**src/adcc_consts.svh**
```systemverilog
/*
  Constants of the channel calibration register bank: register
  indices, field positions and reset values.
  Assumes it is included by bare name and holds definitions only.
*/
// How it works
// - Offset upper register holds bits 23:8.
// - Offset lower register bits 15:8 hold 7:0.
// - Gain upper register holds unsigned bits 23:8.
// - Gain lower register bits 15:8 hold 7:0.
// - Lower registers' low byte reads zero.
// - Gain upper resets 8000h, others 0000h.
// - Config bits 15:6 are signed phase delay.
// - Config bits 5:3 always read zero.
// - Config bit 2 disables channel DC block.
// - Config bits 1:0 select channel input.
// - Registers decoded at indices 1Eh through 24h.
`ifndef ADCC_CONSTS_SVH
`define ADCC_CONSTS_SVH

// Register indices; byte address is four times the index.
`define ADCC_IDX_C4_OFS_HI  6'h1e
`define ADCC_IDX_C4_OFS_LO  6'h1f
`define ADCC_IDX_C4_GAIN_HI 6'h20
`define ADCC_IDX_C4_GAIN_LO 6'h21
`define ADCC_IDX_C5_CFG     6'h22
`define ADCC_IDX_C5_OFS_HI  6'h23
`define ADCC_IDX_C5_OFS_LO  6'h24

// Reset values.
`define ADCC_GAIN_HI_RST    16'h8000
`define ADCC_ZERO_RST       16'h0000

// Field positions.
`define ADCC_LOW_FIELD_MSB  15
`define ADCC_LOW_FIELD_LSB  8
`define ADCC_PHASE_MSB      15
`define ADCC_PHASE_LSB      6
`define ADCC_RESV_MSB       5
`define ADCC_RESV_LSB       3
`define ADCC_DCOFF_BIT      2
`define ADCC_MUX_MSB        1
`define ADCC_MUX_LSB        0

`endif

```
**src/adcc_pkg.sv**
```systemverilog
/*
  Types shared by the calibration register bank.
  Assumes nothing beyond a SystemVerilog compiler.
*/
package adcc_pkg;
  // Channel input selection codes.
  typedef enum logic [1:0] {
    ADCC_MUX_PINS    = 2'b00,
    ADCC_MUX_SHORTED = 2'b01,
    ADCC_MUX_POS_DC  = 2'b10,
    ADCC_MUX_NEG_DC  = 2'b11
  } adcc_mux_t;
  // One 24-bit calibration word.
  typedef logic [23:0] adcc_cal_t;
endpackage

```
**src/adcc_pair_if.sv**
```systemverilog
/*
  Carrier between the register bank and one calibration pair.
  Assumes both ends run on the same clock.
*/
`timescale 1ns/1ps
`default_nettype none
interface adcc_pair_if;
  logic        wr_hi;  // Write strobe, upper register.
  logic        wr_lo;  // Write strobe, lower register.
  logic [1:0]  strb;   // Byte lanes of the write.
  logic [15:0] wdata;  // Write data.
  logic [23:0] value;  // Assembled calibration word.
  modport ctrl (output wr_hi, wr_lo, strb, wdata, input value);
  modport pair (input wr_hi, wr_lo, strb, wdata, output value);
endinterface
`default_nettype wire

```
**src/adcc_cal_pair.sv**
```systemverilog
/*
  One upper/lower calibration register pair.
  Assumes write strobes are single-cycle APB access pulses.
*/
`timescale 1ns/1ps
`default_nettype none
`include "adcc_consts.svh"
module adcc_cal_pair #(
  parameter logic [15:0] HI_RST = `ADCC_ZERO_RST  // Upper reset.
) (
  input  wire logic    i_ref_clk,  // Clock.
  input  wire logic    i_rst,      // Async reset, high.
  adcc_pair_if.pair    bus         // Strobes and value.
);
  import adcc_pkg::*;

  logic [15:0] hi;  // Value bits 23:8.
  logic [7:0]  lo;  // Value bits 7:0.

  always_ff @(posedge i_ref_clk or posedge i_rst) begin
    if (i_rst) begin
      hi <= HI_RST;
    end else if (bus.wr_hi) begin
      if (bus.strb[0]) begin
        hi[7:0] <= bus.wdata[7:0];
      end
      if (bus.strb[1]) begin
        hi[15:8] <= bus.wdata[15:8];
      end
    end
  end

  // calibration lower byte.
  // The low byte is stored from wdata bits 15:8 when lane 1 is written.
  always_ff @(posedge i_ref_clk or posedge i_rst) begin
    if (i_rst) begin
      lo <= 8'h00;
    end else if (bus.wr_lo && bus.strb[1]) begin
      lo <= bus.wdata[`ADCC_LOW_FIELD_MSB:`ADCC_LOW_FIELD_LSB];
    end
  end

  assign bus.value = {hi, lo};
endmodule
`default_nettype wire

```
**src/adcc_cal_regs.sv**
```systemverilog
/*
  Calibration and configuration register bank for channel 4
  offset and gain and channel 5 configuration and offset, as an
  APB slave with zero wait states.
  Assumes an APB master on the same clock and a datapath that
  consumes the registered calibration outputs.
*/
// Chosen here: the APB interface to the registers.
`timescale 1ns/1ps
`default_nettype none
`include "adcc_consts.svh"
module adcc_cal_regs (
  input  wire logic         i_ref_clk,   // 125 MHz clock.
  input  wire logic         i_rst,       // Async reset, high.
  input  wire logic         i_psel,      // APB select.
  input  wire logic         i_penable,   // APB enable.
  input  wire logic         i_pwrite,    // APB direction.
  input  wire logic [7:0]   i_paddr,     // APB byte address.
  input  wire logic [31:0]  i_pwdata,    // APB write data.
  input  wire logic [3:0]   i_pstrb,     // APB byte lanes.
  output logic [31:0]       o_prdata,    // APB read data.
  output logic              o_pready,    // APB ready.
  output logic              o_pslverr,   // APB error.
  input  wire logic [3:0]   i_global_dc_block_setting,  // Global.
  output adcc_pkg::adcc_cal_t o_chan4_offset,  // Ch4 offset.
  output adcc_pkg::adcc_cal_t o_chan4_gain,    // Ch4 gain.
  output adcc_pkg::adcc_cal_t o_chan5_offset,  // Ch5 offset.
  output logic [9:0]        o_chan5_phase_delay,  // Ch5 phase.
  output logic              o_chan5_dc_block_off, // Ch5 DC off.
  output logic              o_chan5_dc_block_en,  // Ch5 DC on.
  output adcc_pkg::adcc_mux_t o_chan5_input_select  // Ch5 mux.
);
  import adcc_pkg::*;

  // Byte addresses of the registers.
  localparam logic [7:0] A_C4OH = {`ADCC_IDX_C4_OFS_HI, 2'b00};
  localparam logic [7:0] A_C4OL = {`ADCC_IDX_C4_OFS_LO, 2'b00};
  localparam logic [7:0] A_C4GH = {`ADCC_IDX_C4_GAIN_HI, 2'b00};
  localparam logic [7:0] A_C4GL = {`ADCC_IDX_C4_GAIN_LO, 2'b00};
  localparam logic [7:0] A_C5CF = {`ADCC_IDX_C5_CFG, 2'b00};
  localparam logic [7:0] A_C5OH = {`ADCC_IDX_C5_OFS_HI, 2'b00};
  localparam logic [7:0] A_C5OL = {`ADCC_IDX_C5_OFS_LO, 2'b00};

  // Address decode flags.
  logic sel_c4oh;  // Ch4 offset upper.
  logic sel_c4ol;  // Ch4 offset lower.
  logic sel_c4gh;  // Ch4 gain upper.
  logic sel_c4gl;  // Ch4 gain lower.
  logic sel_c5cf;  // Ch5 config.
  logic sel_c5oh;  // Ch5 offset upper.
  logic sel_c5ol;  // Ch5 offset lower.
  logic hit;       // Any mapped register.

  // Transfer phases.
  logic setup;     // Setup cycle.
  logic acc_wr;    // Write access cycle.

  // Config register fields.
  logic [9:0] phase;       // Phase delay.
  logic       dc_off;      // DC block disable.
  adcc_mux_t  mux_sel;     // Input selection.

  // Read path.
  logic [15:0] next_rdata; // Selected read word.
  logic [15:0] rdata;      // Captured read word.
  logic        err;        // Captured error.

  // Carriers to the three calibration pairs.
  adcc_pair_if c4_ofs ();
  adcc_pair_if c4_gain ();
  adcc_pair_if c5_ofs ();

  // register decode.
  // Decoding the full byte address also rejects misaligned ones.
  always_comb begin
    sel_c4oh = (i_paddr == A_C4OH);
    sel_c4ol = (i_paddr == A_C4OL);
    sel_c4gh = (i_paddr == A_C4GH);
    sel_c4gl = (i_paddr == A_C4GL);
    sel_c5cf = (i_paddr == A_C5CF);
    sel_c5oh = (i_paddr == A_C5OH);
    sel_c5ol = (i_paddr == A_C5OL);
    hit = sel_c4oh | sel_c4ol | sel_c4gh | sel_c4gl |
          sel_c5cf | sel_c5oh | sel_c5ol;
  end

  // Phase qualifiers of the APB transfer.
  assign setup  = i_psel & ~i_penable;
  assign acc_wr = i_psel & i_penable & i_pwrite & hit;

  // The slave never inserts wait states.
  assign o_pready = i_psel & i_penable;

  // Fan the access write out to the calibration pairs.
  always_comb begin
    c4_ofs.wr_hi  = acc_wr & sel_c4oh;
    c4_ofs.wr_lo  = acc_wr & sel_c4ol;
    c4_ofs.strb   = i_pstrb[1:0];
    c4_ofs.wdata  = i_pwdata[15:0];
    c4_gain.wr_hi = acc_wr & sel_c4gh;
    c4_gain.wr_lo = acc_wr & sel_c4gl;
    c4_gain.strb  = i_pstrb[1:0];
    c4_gain.wdata = i_pwdata[15:0];
    c5_ofs.wr_hi  = acc_wr & sel_c5oh;
    c5_ofs.wr_lo  = acc_wr & sel_c5ol;
    c5_ofs.strb   = i_pstrb[1:0];
    c5_ofs.wdata  = i_pwdata[15:0];
  end

  adcc_cal_pair #(
    .HI_RST (`ADCC_ZERO_RST)
  ) u_c4_ofs (
    .i_ref_clk (i_ref_clk),
    .i_rst     (i_rst),
    .bus       (c4_ofs.pair)
  );

  adcc_cal_pair #(
    .HI_RST (`ADCC_GAIN_HI_RST)
  ) u_c4_gain (
    .i_ref_clk (i_ref_clk),
    .i_rst     (i_rst),
    .bus       (c4_gain.pair)
  );

  // Channel 5 offset pair.
  adcc_cal_pair #(
    .HI_RST (`ADCC_ZERO_RST)
  ) u_c5_ofs (
    .i_ref_clk (i_ref_clk),
    .i_rst     (i_rst),
    .bus       (c5_ofs.pair)
  );

  // words to the datapath.
  // The pairs' values are flops already, so no extra stage.
  assign o_chan4_offset = c4_ofs.value;
  assign o_chan4_gain   = c4_gain.value;
  assign o_chan5_offset = c5_ofs.value;

  // phase delay field.
  // Low lane carries bits 7:6, high lane bits 15:8.
  always_ff @(posedge i_ref_clk or posedge i_rst) begin
    if (i_rst) begin
      phase <= 10'h000;
    end else if (acc_wr && sel_c5cf) begin
      if (i_pstrb[0]) begin
        phase[1:0] <= i_pwdata[7:6];
      end
      if (i_pstrb[1]) begin
        phase[9:2] <= i_pwdata[15:8];
      end
    end
  end

  always_ff @(posedge i_ref_clk or posedge i_rst) begin
    if (i_rst) begin
      dc_off <= 1'b0;
    end else if (acc_wr && sel_c5cf && i_pstrb[0]) begin
      dc_off <= i_pwdata[`ADCC_DCOFF_BIT];
    end
  end

  always_ff @(posedge i_ref_clk or posedge i_rst) begin
    if (i_rst) begin
      mux_sel <= ADCC_MUX_PINS;
    end else if (acc_wr && sel_c5cf && i_pstrb[0]) begin
      mux_sel <= adcc_mux_t'(i_pwdata[`ADCC_MUX_MSB:`ADCC_MUX_LSB]);
    end
  end

  // effective filter enable.
  // The channel follows the global setting unless disabled here;
  // any nonzero global code counts as the filter being on.
  always_ff @(posedge i_ref_clk or posedge i_rst) begin
    if (i_rst) begin
      o_chan5_dc_block_en <= 1'b0;
    end else begin
      o_chan5_dc_block_en <= (|i_global_dc_block_setting) & ~dc_off;
    end
  end

  // Configuration fields straight from their flops.
  assign o_chan5_phase_delay  = phase;
  assign o_chan5_dc_block_off = dc_off;
  assign o_chan5_input_select = mux_sel;

  // lower registers read low byte zero.
  always_comb begin
    next_rdata = 16'h0000;
    if (sel_c4oh) begin
      next_rdata = c4_ofs.value[23:8];
    end else if (sel_c4ol) begin
      next_rdata = {c4_ofs.value[7:0], 8'h00};
    end else if (sel_c4gh) begin
      next_rdata = c4_gain.value[23:8];
    end else if (sel_c4gl) begin
      next_rdata = {c4_gain.value[7:0], 8'h00};
    end else if (sel_c5cf) begin
      next_rdata = {phase, 3'b000, dc_off, mux_sel};
    end else if (sel_c5oh) begin
      next_rdata = c5_ofs.value[23:8];
    end else if (sel_c5ol) begin
      next_rdata = {c5_ofs.value[7:0], 8'h00};
    end
  end

  // Read data is caught in the setup cycle and stands until the
  // next setup, so the access phase needs no wait state.
  always_ff @(posedge i_ref_clk or posedge i_rst) begin
    if (i_rst) begin
      rdata <= 16'h0000;
    end else if (setup) begin
      rdata <= i_pwrite ? 16'h0000 : next_rdata;
    end
  end

  // unmapped address error.
  // Writes there are dropped; the error flags the transfer.
  always_ff @(posedge i_ref_clk or posedge i_rst) begin
    if (i_rst) begin
      err <= 1'b0;
    end else if (setup) begin
      err <= ~hit;
    end
  end

  // Upper half of the bus always reads zero.
  assign o_prdata  = {16'h0000, rdata};
  assign o_pslverr = err & o_pready;

  // Helper: high in the first cycle after reset release.
  logic first_cyc;
  always_ff @(posedge i_ref_clk or posedge i_rst) begin
    if (i_rst) begin
      first_cyc <= 1'b1;
    end else begin
      first_cyc <= 1'b0;
    end
  end
endmodule
`default_nettype wire

```
**config.mk**
```make
export PLATFORM = sky130hd
export DESIGN_NAME = adcc_cal_regs
export DESIGN_NICKNAME = d
export VERILOG_FILES = /design/src/adcc_pkg.sv /design/src/adcc_pair_if.sv /design/src/adcc_cal_pair.sv /design/src/adcc_cal_regs.sv
export VERILOG_INCLUDE_DIRS = /design/src
export SDC_FILE = /design/constraint.sdc
export NUM_CORES = 1
export LEC_CHECK = 0
export BUFFER_PORTS_ARGS = -buffer_cell sky130_fd_sc_hd__buf_2
export CAP_MARGIN = 5
export CORE_MARGIN = 2
export CORE_UTILIZATION = 47
export CTS_BUF_LIST = sky130_fd_sc_hd__clkbuf_8
export DETAILED_ROUTE_END_ITERATION = 10
export HOLD_SLACK_MARGIN = 0.15
export PLACE_DENSITY = 0.79
export SLEW_MARGIN = 20
export SYNTH_ARGS = -nofsm -noshare
export SYNTH_HDL_FRONTEND = slang
export SYNTH_SLANG_ARGS = --single-unit
```
**constraint.sdc**
```tcl
create_clock -name i_ref_clk -period 2.8 [get_ports i_ref_clk]
set_input_delay 0.14 -clock i_ref_clk [delete_from_list [all_inputs] [get_ports i_ref_clk]]
set_output_delay 0.14 -clock i_ref_clk [all_outputs]
set_load 0.01 [all_outputs]
```
== Word-level counts from Yosys, hierarchy flattened ==
Cells that the tools add are included.
Storage, ports and cells
  register bits: 103
  latch bits: 0
  memory bits (writable): 0
  bits in read-only memories: 0
  input port bits: 53
  output and inout port bits: 120
  logic and storage cells: 66
  memories kept: 0
Cells by class
  add/sub/neg operators: 0
  multipliers: 0
  divide/modulo/power cells: 0
  magnitude comparators: 0
  equality and inequality tests: 7
  shift operators: 0
  multiplexer cells: 8
  bitwise logic cells: 21
  reductions and logical operators: 14
Operator list (count)
  16-bit 2-to-1 mux: 8
  8-bit == test, second input constant: 5
  8-bit by 7-bit == test with 1-bit output, second input constant: 2
  2-bit AND reduction: 8
  1-bit bitwise AND: 12
  1-bit OR: 6
  1-bit logical AND: 5
  4-bit OR reduction: 1
  1-bit inverter: 3

== Longest topological paths before layout ==
  depth in word-level cells: 10
  mapped depth: 7
  gate-level depth less buffers: 5

== By module ==
Synthesis repeated with hierarchy kept, for this count alone.
Unflattened totals
  cells, all modules: 385
  area total of the unflattened synthesis: 4860.9 sq um
Modules (own cells, without submodules)
  adcc_cal_regs: times used 1, cells an instance 229, area each 2179.6 sq um, sequential area each 775.7 sq um
  adcc_cal_pair at u_c4_ofs ...: times used 2, cells an instance 52, area each 893.4 sq um, sequential area each 600.6 sq um
  adcc_cal_pair at u_c4_gain: times used 1, cells an instance 52, area each 894.6 sq um, sequential area each 601.8 sq um

== Worst setup path after synthesis ==
Ideal clock, no wire load.
  path type: in2reg
  start point: in i_paddr[3]
  end point: reg u_c4_ofs.hi[10]
  setup time: 0.125 ns
  data arrival time: 1.714 ns
  required time: 2.675 ns
  slack: 0.961 ns
  stages: 7
  path buffers: 3
  cell sequence: buf_2 or3b_1 buf_2 nor2_4 and3b_1 buf_4 mux2_2
Between the ends
  word-level cells in the longest chain between the ends: 10
  elaborated cells on any way between the ends: 16
  classes of those cells: 7 x eq/ne; 8 x bitwise; 1 x reduce/logical
Ends and longest elaborated chain
  start, declared: RTL line adcc_cal_regs.sv:18  | input wire logic [7:0] i_paddr,
  8-bit by 7-bit == test with 1-bit output (on tied branches): RTL line adcc_cal_regs.sv:76, adcc_cal_regs.sv:77
  1-bit OR (4 in series): RTL line adcc_cal_regs.sv:83  | hit = sel_c4oh | sel_c4ol | sel_c4gh | sel_c4gl |
  1-bit OR (2 in series): RTL line adcc_cal_regs.sv:84  | sel_c5cf | sel_c5oh | sel_c5ol;
  1-bit bitwise AND: RTL line adcc_cal_regs.sv:89  | assign acc_wr = i_psel & i_penable & i_pwrite & hit;
  1-bit bitwise AND (*): RTL line adcc_cal_regs.sv:96  | c4_ofs.wr_hi = acc_wr & sel_c4oh;
  2-bit AND reduction (no line) (*)
  end signal, assigned: RTL line adcc_cal_pair.sv:28  | hi[15:8] <= bus.wdata[15:8];
  end, declared: RTL line adcc_cal_pair.sv:17  | logic [15:0] hi;
Mark *: on every way between the ends. The rest lies on a longest branch, timed or not.
A chain may end at the register's enable or synchronous reset.

== Final worst setup path ==
  start point: in i_paddr[3]
  end point: reg u_c5_ofs.hi[2]
Between the ends
  word-level cells in the longest chain between the ends: 10
  elaborated cells on any way between the ends: 16
  classes of those cells: 7 x eq/ne; 8 x bitwise; 1 x reduce/logical
Ends and longest elaborated chain
  8-bit by 7-bit == test with 1-bit output (on tied branches): RTL line adcc_cal_regs.sv:76, adcc_cal_regs.sv:77
  1-bit OR (4 in series): RTL line adcc_cal_regs.sv:83
  1-bit OR (2 in series): RTL line adcc_cal_regs.sv:84
  1-bit bitwise AND: RTL line adcc_cal_regs.sv:89
  1-bit bitwise AND (*): RTL line adcc_cal_regs.sv:104  | c5_ofs.wr_hi = acc_wr & sel_c5oh;
  2-bit AND reduction (no line) (*)
  end signal, assigned: RTL line adcc_cal_pair.sv:25  | hi[7:0] <= bus.wdata[7:0];
  end, declared: RTL line adcc_cal_pair.sv:17
Marks and branches as above.

==> impl_metrics.py <==
metrics = {
    "global_routing": {
        "grt_first_pass_wirelength_um": 21800,
        "grt-ovfl-total": 0,
        "antenna_found_initial": 0,
        "grt_pass1_vias": 4023,
        "grt_util_all_layers_pct": 24.9,
        "grt_max_degree": 104,
    },
    "placed_design": {
        "gp_routability_congestion": 0.836,
        "detailed_place_hpwl_um": 9810,
        "preCtsSetupSlack_ps": 408,
        "portBuffers": 138,
        "numPlacedInstances": 659,
    },
    "clock_network": {
        "clock-sinks": 103,
        "cts-buffers-inserted": 9,
        "clk_root_buffer_cell": "sky130_fd_sc_hd__clkbuf_8",
        "clock_tree_from_tritoncts": "done",
        "clock_latency_ps": 360,
        "post_cts_setup_repair_buffer_count": 0,
        "cts_resized": 0,
        "ctsHtreeMaxLevel": 3,
        "cts.clk_slew.worst_paths_ps": 90,
        "cts-root-to-sink-buffers": 2,
    },
    "synthesis": {
        "avgSynthCellArea_um2": 12.7,
        "synth_sequential_area_ratio_pct": 51.7,
        "post-synth-top-area-fraction_pct": 51.2,
        "synthCells": 391,
        "synthesis.yosys.warnings": 0,
        "synth_area_leaders": "sky130_fd_sc_hd__dfrtp_1 (51%), sky130_fd_sc_hd__mux2_2 (17%), sky130_fd_sc_hd__mux2_4 (4.8%)",
        "synth.distinct_cells": 49,
        "syn-cell-area_um2": 4980,
        "postSynthRegisterBits": 103,
        "yosysTopAreaCell": "sky130_fd_sc_hd__dfrtp_1",
    },
    "drt": {
        "dr.pass1.iters": 4,
        "drtAntennaViolNets": 0,
        "route.detailed.wl_per_inst_um": 19.8,
        "detail_route.wirelength_um": 13800,
        "initialDrtViolationCount": 181,
        "post-route-drc-count": 0,
        "routed-via-count": 3926,
        "via_per_inst": 5.66,
    },
    "finish": {
        "layout_common_cells": "sky130_fd_sc_hd__buf_2 (138), sky130_fd_sc_hd__dfrtp_1 (102), sky130_fd_sc_hd__mux2_2 (76)",
        "nFillCells": 848,
        "num_antenna_cells": 0,
        "post_layout_nonfiller_instances": 694,
        "finish.utilization_pct": 60.1,
        "layout-area-overhead-vs-synth_pct": 24.4,
        "nets": 606,
        "layout.cells.most_common": "sky130_fd_sc_hd__buf_2",
        "final_layout_size_suffix_gt1_share_pct": 49.3,
    },
    "floorplan": {
        "floorplan.initialDensity_pct": 48.3,
        "die_h_um": 107,
        "floorplan.rows": 37,
        "io_pins": 173,
        "core_area_um2": 10300,
        "die_width_um": 107,
        "die_footprint_um2": 11400,
    },
    "sta": {
        "report.final.hold_viol_count": 0,
        "tightestPinTransition_ps": 926,
        "tns_setup_ps": 0,
        "setup_ws_ps": 769,
        "final_cycle_utilization_of_the_critical_path_pct": 72.5,
        "timing_max_transition_violations_final": 0,
        "slew_headroom_pct": 37.4,
        "fin_worst_skew_ps": 6.47,
        "grt_setup_unrepaired": "no",
        "fmax_ghz": 0.492,
        "setup_viol_count_final": 0,
        "finalCriticalPeriod_ps": 2030,
    },
    "setup_path": {
        "regToRegStartpoint": "u_c4_gain.lo[5]$_DFFE_PP0P_",
        "ff2ff_setup_slack_ps": 1460,
        "arrival_time_of_data_at_the_critical_path_endpoint_ps": 2290,
        "cell_count_of_the_worst_reg_to_reg_path": 4,
        "critical_path.cell_chain": "buf_2, or3b_1, nor2_2, nand3_1, mux2_2",
        "start_kind": "primary input",
        "timing.critical_path.max_delay_family": "simple AND/OR/NAND/NOR gates",
        "worst_path_largest_cell_delay_ps": 620,
        "path_class": "in -> reg",
        "endpoint_kind": "flip-flop",
        "cp.required_ps": 3050,
        "r2r_end": "rdata[13]$_DFFE_PP0P_",
        "crit_slowest_cell": "sky130_fd_sc_hd__or3b_1",
        "crit_fanout": 16,
        "buffers_plus_inverters_on_the_worst_setup_path": 1,
    },
    "outcome": {
        "run_status": "finished, final reports clean",
    },
    "power": {
        "power.density_nw_per_um2": 426,
        "leakage_dissipation_nw": 3.33,
        "ir_drop_mv": 0.238,
    },
    "min_path": {
        "holdPathStages": 4,
        "holdPathEnd": "rdata[1]$_DFFE_PP0P_",
        "worstHoldPathType": "in -> reg",
        "min-delay-start": "i_pwrite",
    },
    "flow_run": {
        "drv_cap": 0,
    },
}
==> synth_stat cells, drive strengths merged <==
library cell / n
nor2b: 2
nor2: 13
a211oi: 4
and4b: 1
o21a: 1
or4b: 1
mux2: 92
nor4: 2
o21ai: 11
conb: 1
clkbuf: 12
nand4b: 2
a221oi: 10
dfrtp: 102
nor4b: 3
a21o: 3
a22oi: 8
nor3: 3
inv: 1
o31ai: 6
and2: 2
nor4bb: 1
or2: 1
nand3b: 1
nand3: 13
a222oi: 1
mux2i: 4
a311oi: 4
dfstp: 1
and3b: 2
or3b: 2
a22o: 7
nand2: 30
buf: 25
nand2b: 3
a221o: 1
a32oi: 4
a21oi: 8
and3: 3
==> metrics by stage <==
step | total power, mW | instance area (um^2) | hold WS [ps]
detailed placement | 1.74 | 5820 | 342
global placement | 1.73 | 5820 | 329
global route | 2.74 | 6200 | 228
finish | 2.64 | 6200 | 223
CTS | 2.65 | 6200 | 195
floorplan | 1.66 | 5040 | 269
==> flip-flops by register name, summed over array words and instances (netlist names) <==
signal / flops
u_c4_ofs.lo: 8
u_c4_gain.lo: 8
o_chan5_phase_delay: 10
o_chan5_input_select: 2
u_c4_ofs.hi: 16
u_c5_ofs.lo: 8
u_c5_ofs.hi: 16
u_c4_gain.hi: 16
o_chan5_dc_block_en: 1
err: 1
rdata: 16
o_chan5_dc_block_off: 1
==> worst max path at each step <==
| stage | to | slack, ps | cells past startpoint | startpoint |
|---|---|---|---|---|
| global route | u_c5_ofs.hi[1]$_DFFE_PP0P_ | 650 | 5 | i_paddr[3] |
| floorplan | u_c4_ofs.hi[10]$_DFFE_PP0P_ | 960 | 7 | i_paddr[3] |
| detailed placement | u_c5_ofs.hi[2]$_DFFE_PP0P_ | 410 | 5 | i_paddr[3] |
| finish | u_c5_ofs.hi[2]$_DFFE_PP0P_ | 770 | 5 | i_paddr[3] |
| global placement | u_c5_ofs.hi[5]$_DFFE_PP0P_ | 450 | 5 | i_paddr[3] |
| CTS | u_c5_ofs.hi[2]$_DFFE_PP0P_ | 780 | 5 | i_paddr[3] |
==> cells by family (layout without fill, tap and decap cells) <==
logic type,count (synthesis),in the layout,share of synthesized area [%]
compound gates,68,68,10.0
buf+inv,38,190,4.44
flops,103,103,51.7
mux,96,96,22.8
other cells,1,16,0.0752
simple gates,85,85,10.9
==> worst min-delay path, cell delays in order <==
cell and delay (ps):
sky130_fd_sc_hd__buf_2 150, sky130_fd_sc_hd__nor4b_1 130, sky130_fd_sc_hd__nand2_1 80, sky130_fd_sc_hd__nand2_1 40
==> report_power, final <==
group | switching, mW | leakage, nW | internal (mW)
combinational | 0.139 | 1.81 | 0.0795
clock | 0.506 | 0.100 | 0.407
sequential | 0.0105 | 1.43 | 1.50
total | 0.655 | 3.33 | 1.99
==> layer usage <==
layer  global-route usage, %  vias to the layer above  share of wire, %
li1                        -                     1746                 -
met1                    32.8                     1979                43
met2                    40.9                      170                49
met3                    4.98                       31               5.7
met4                    8.91                        0               2.4
met5                       0                        -                 0
==> what timing repair did <==
action	CTS	global route
endpoints found under the setup margin	0	0
endpoints found under the hold margin	188	0
hold buffers	19	0
==> final cells by class <==
type | instances | area, um^2 | area share (%)
Clock buffer | 9 | 124 | 2.00
Clock inverter | 7 | 65.1 | 1.05
Inverter | 1 | 7.51 | 0.121
Multi-Input combinational cell | 265 | 2240 | 36.1
Sequential cell | 103 | 2580 | 41.6
Tap cell | 136 | 170 | 2.74
Timing Repair Buffer | 173 | 1010 | 16.3
No activity file was read; power rests on OpenSTA's default activity.
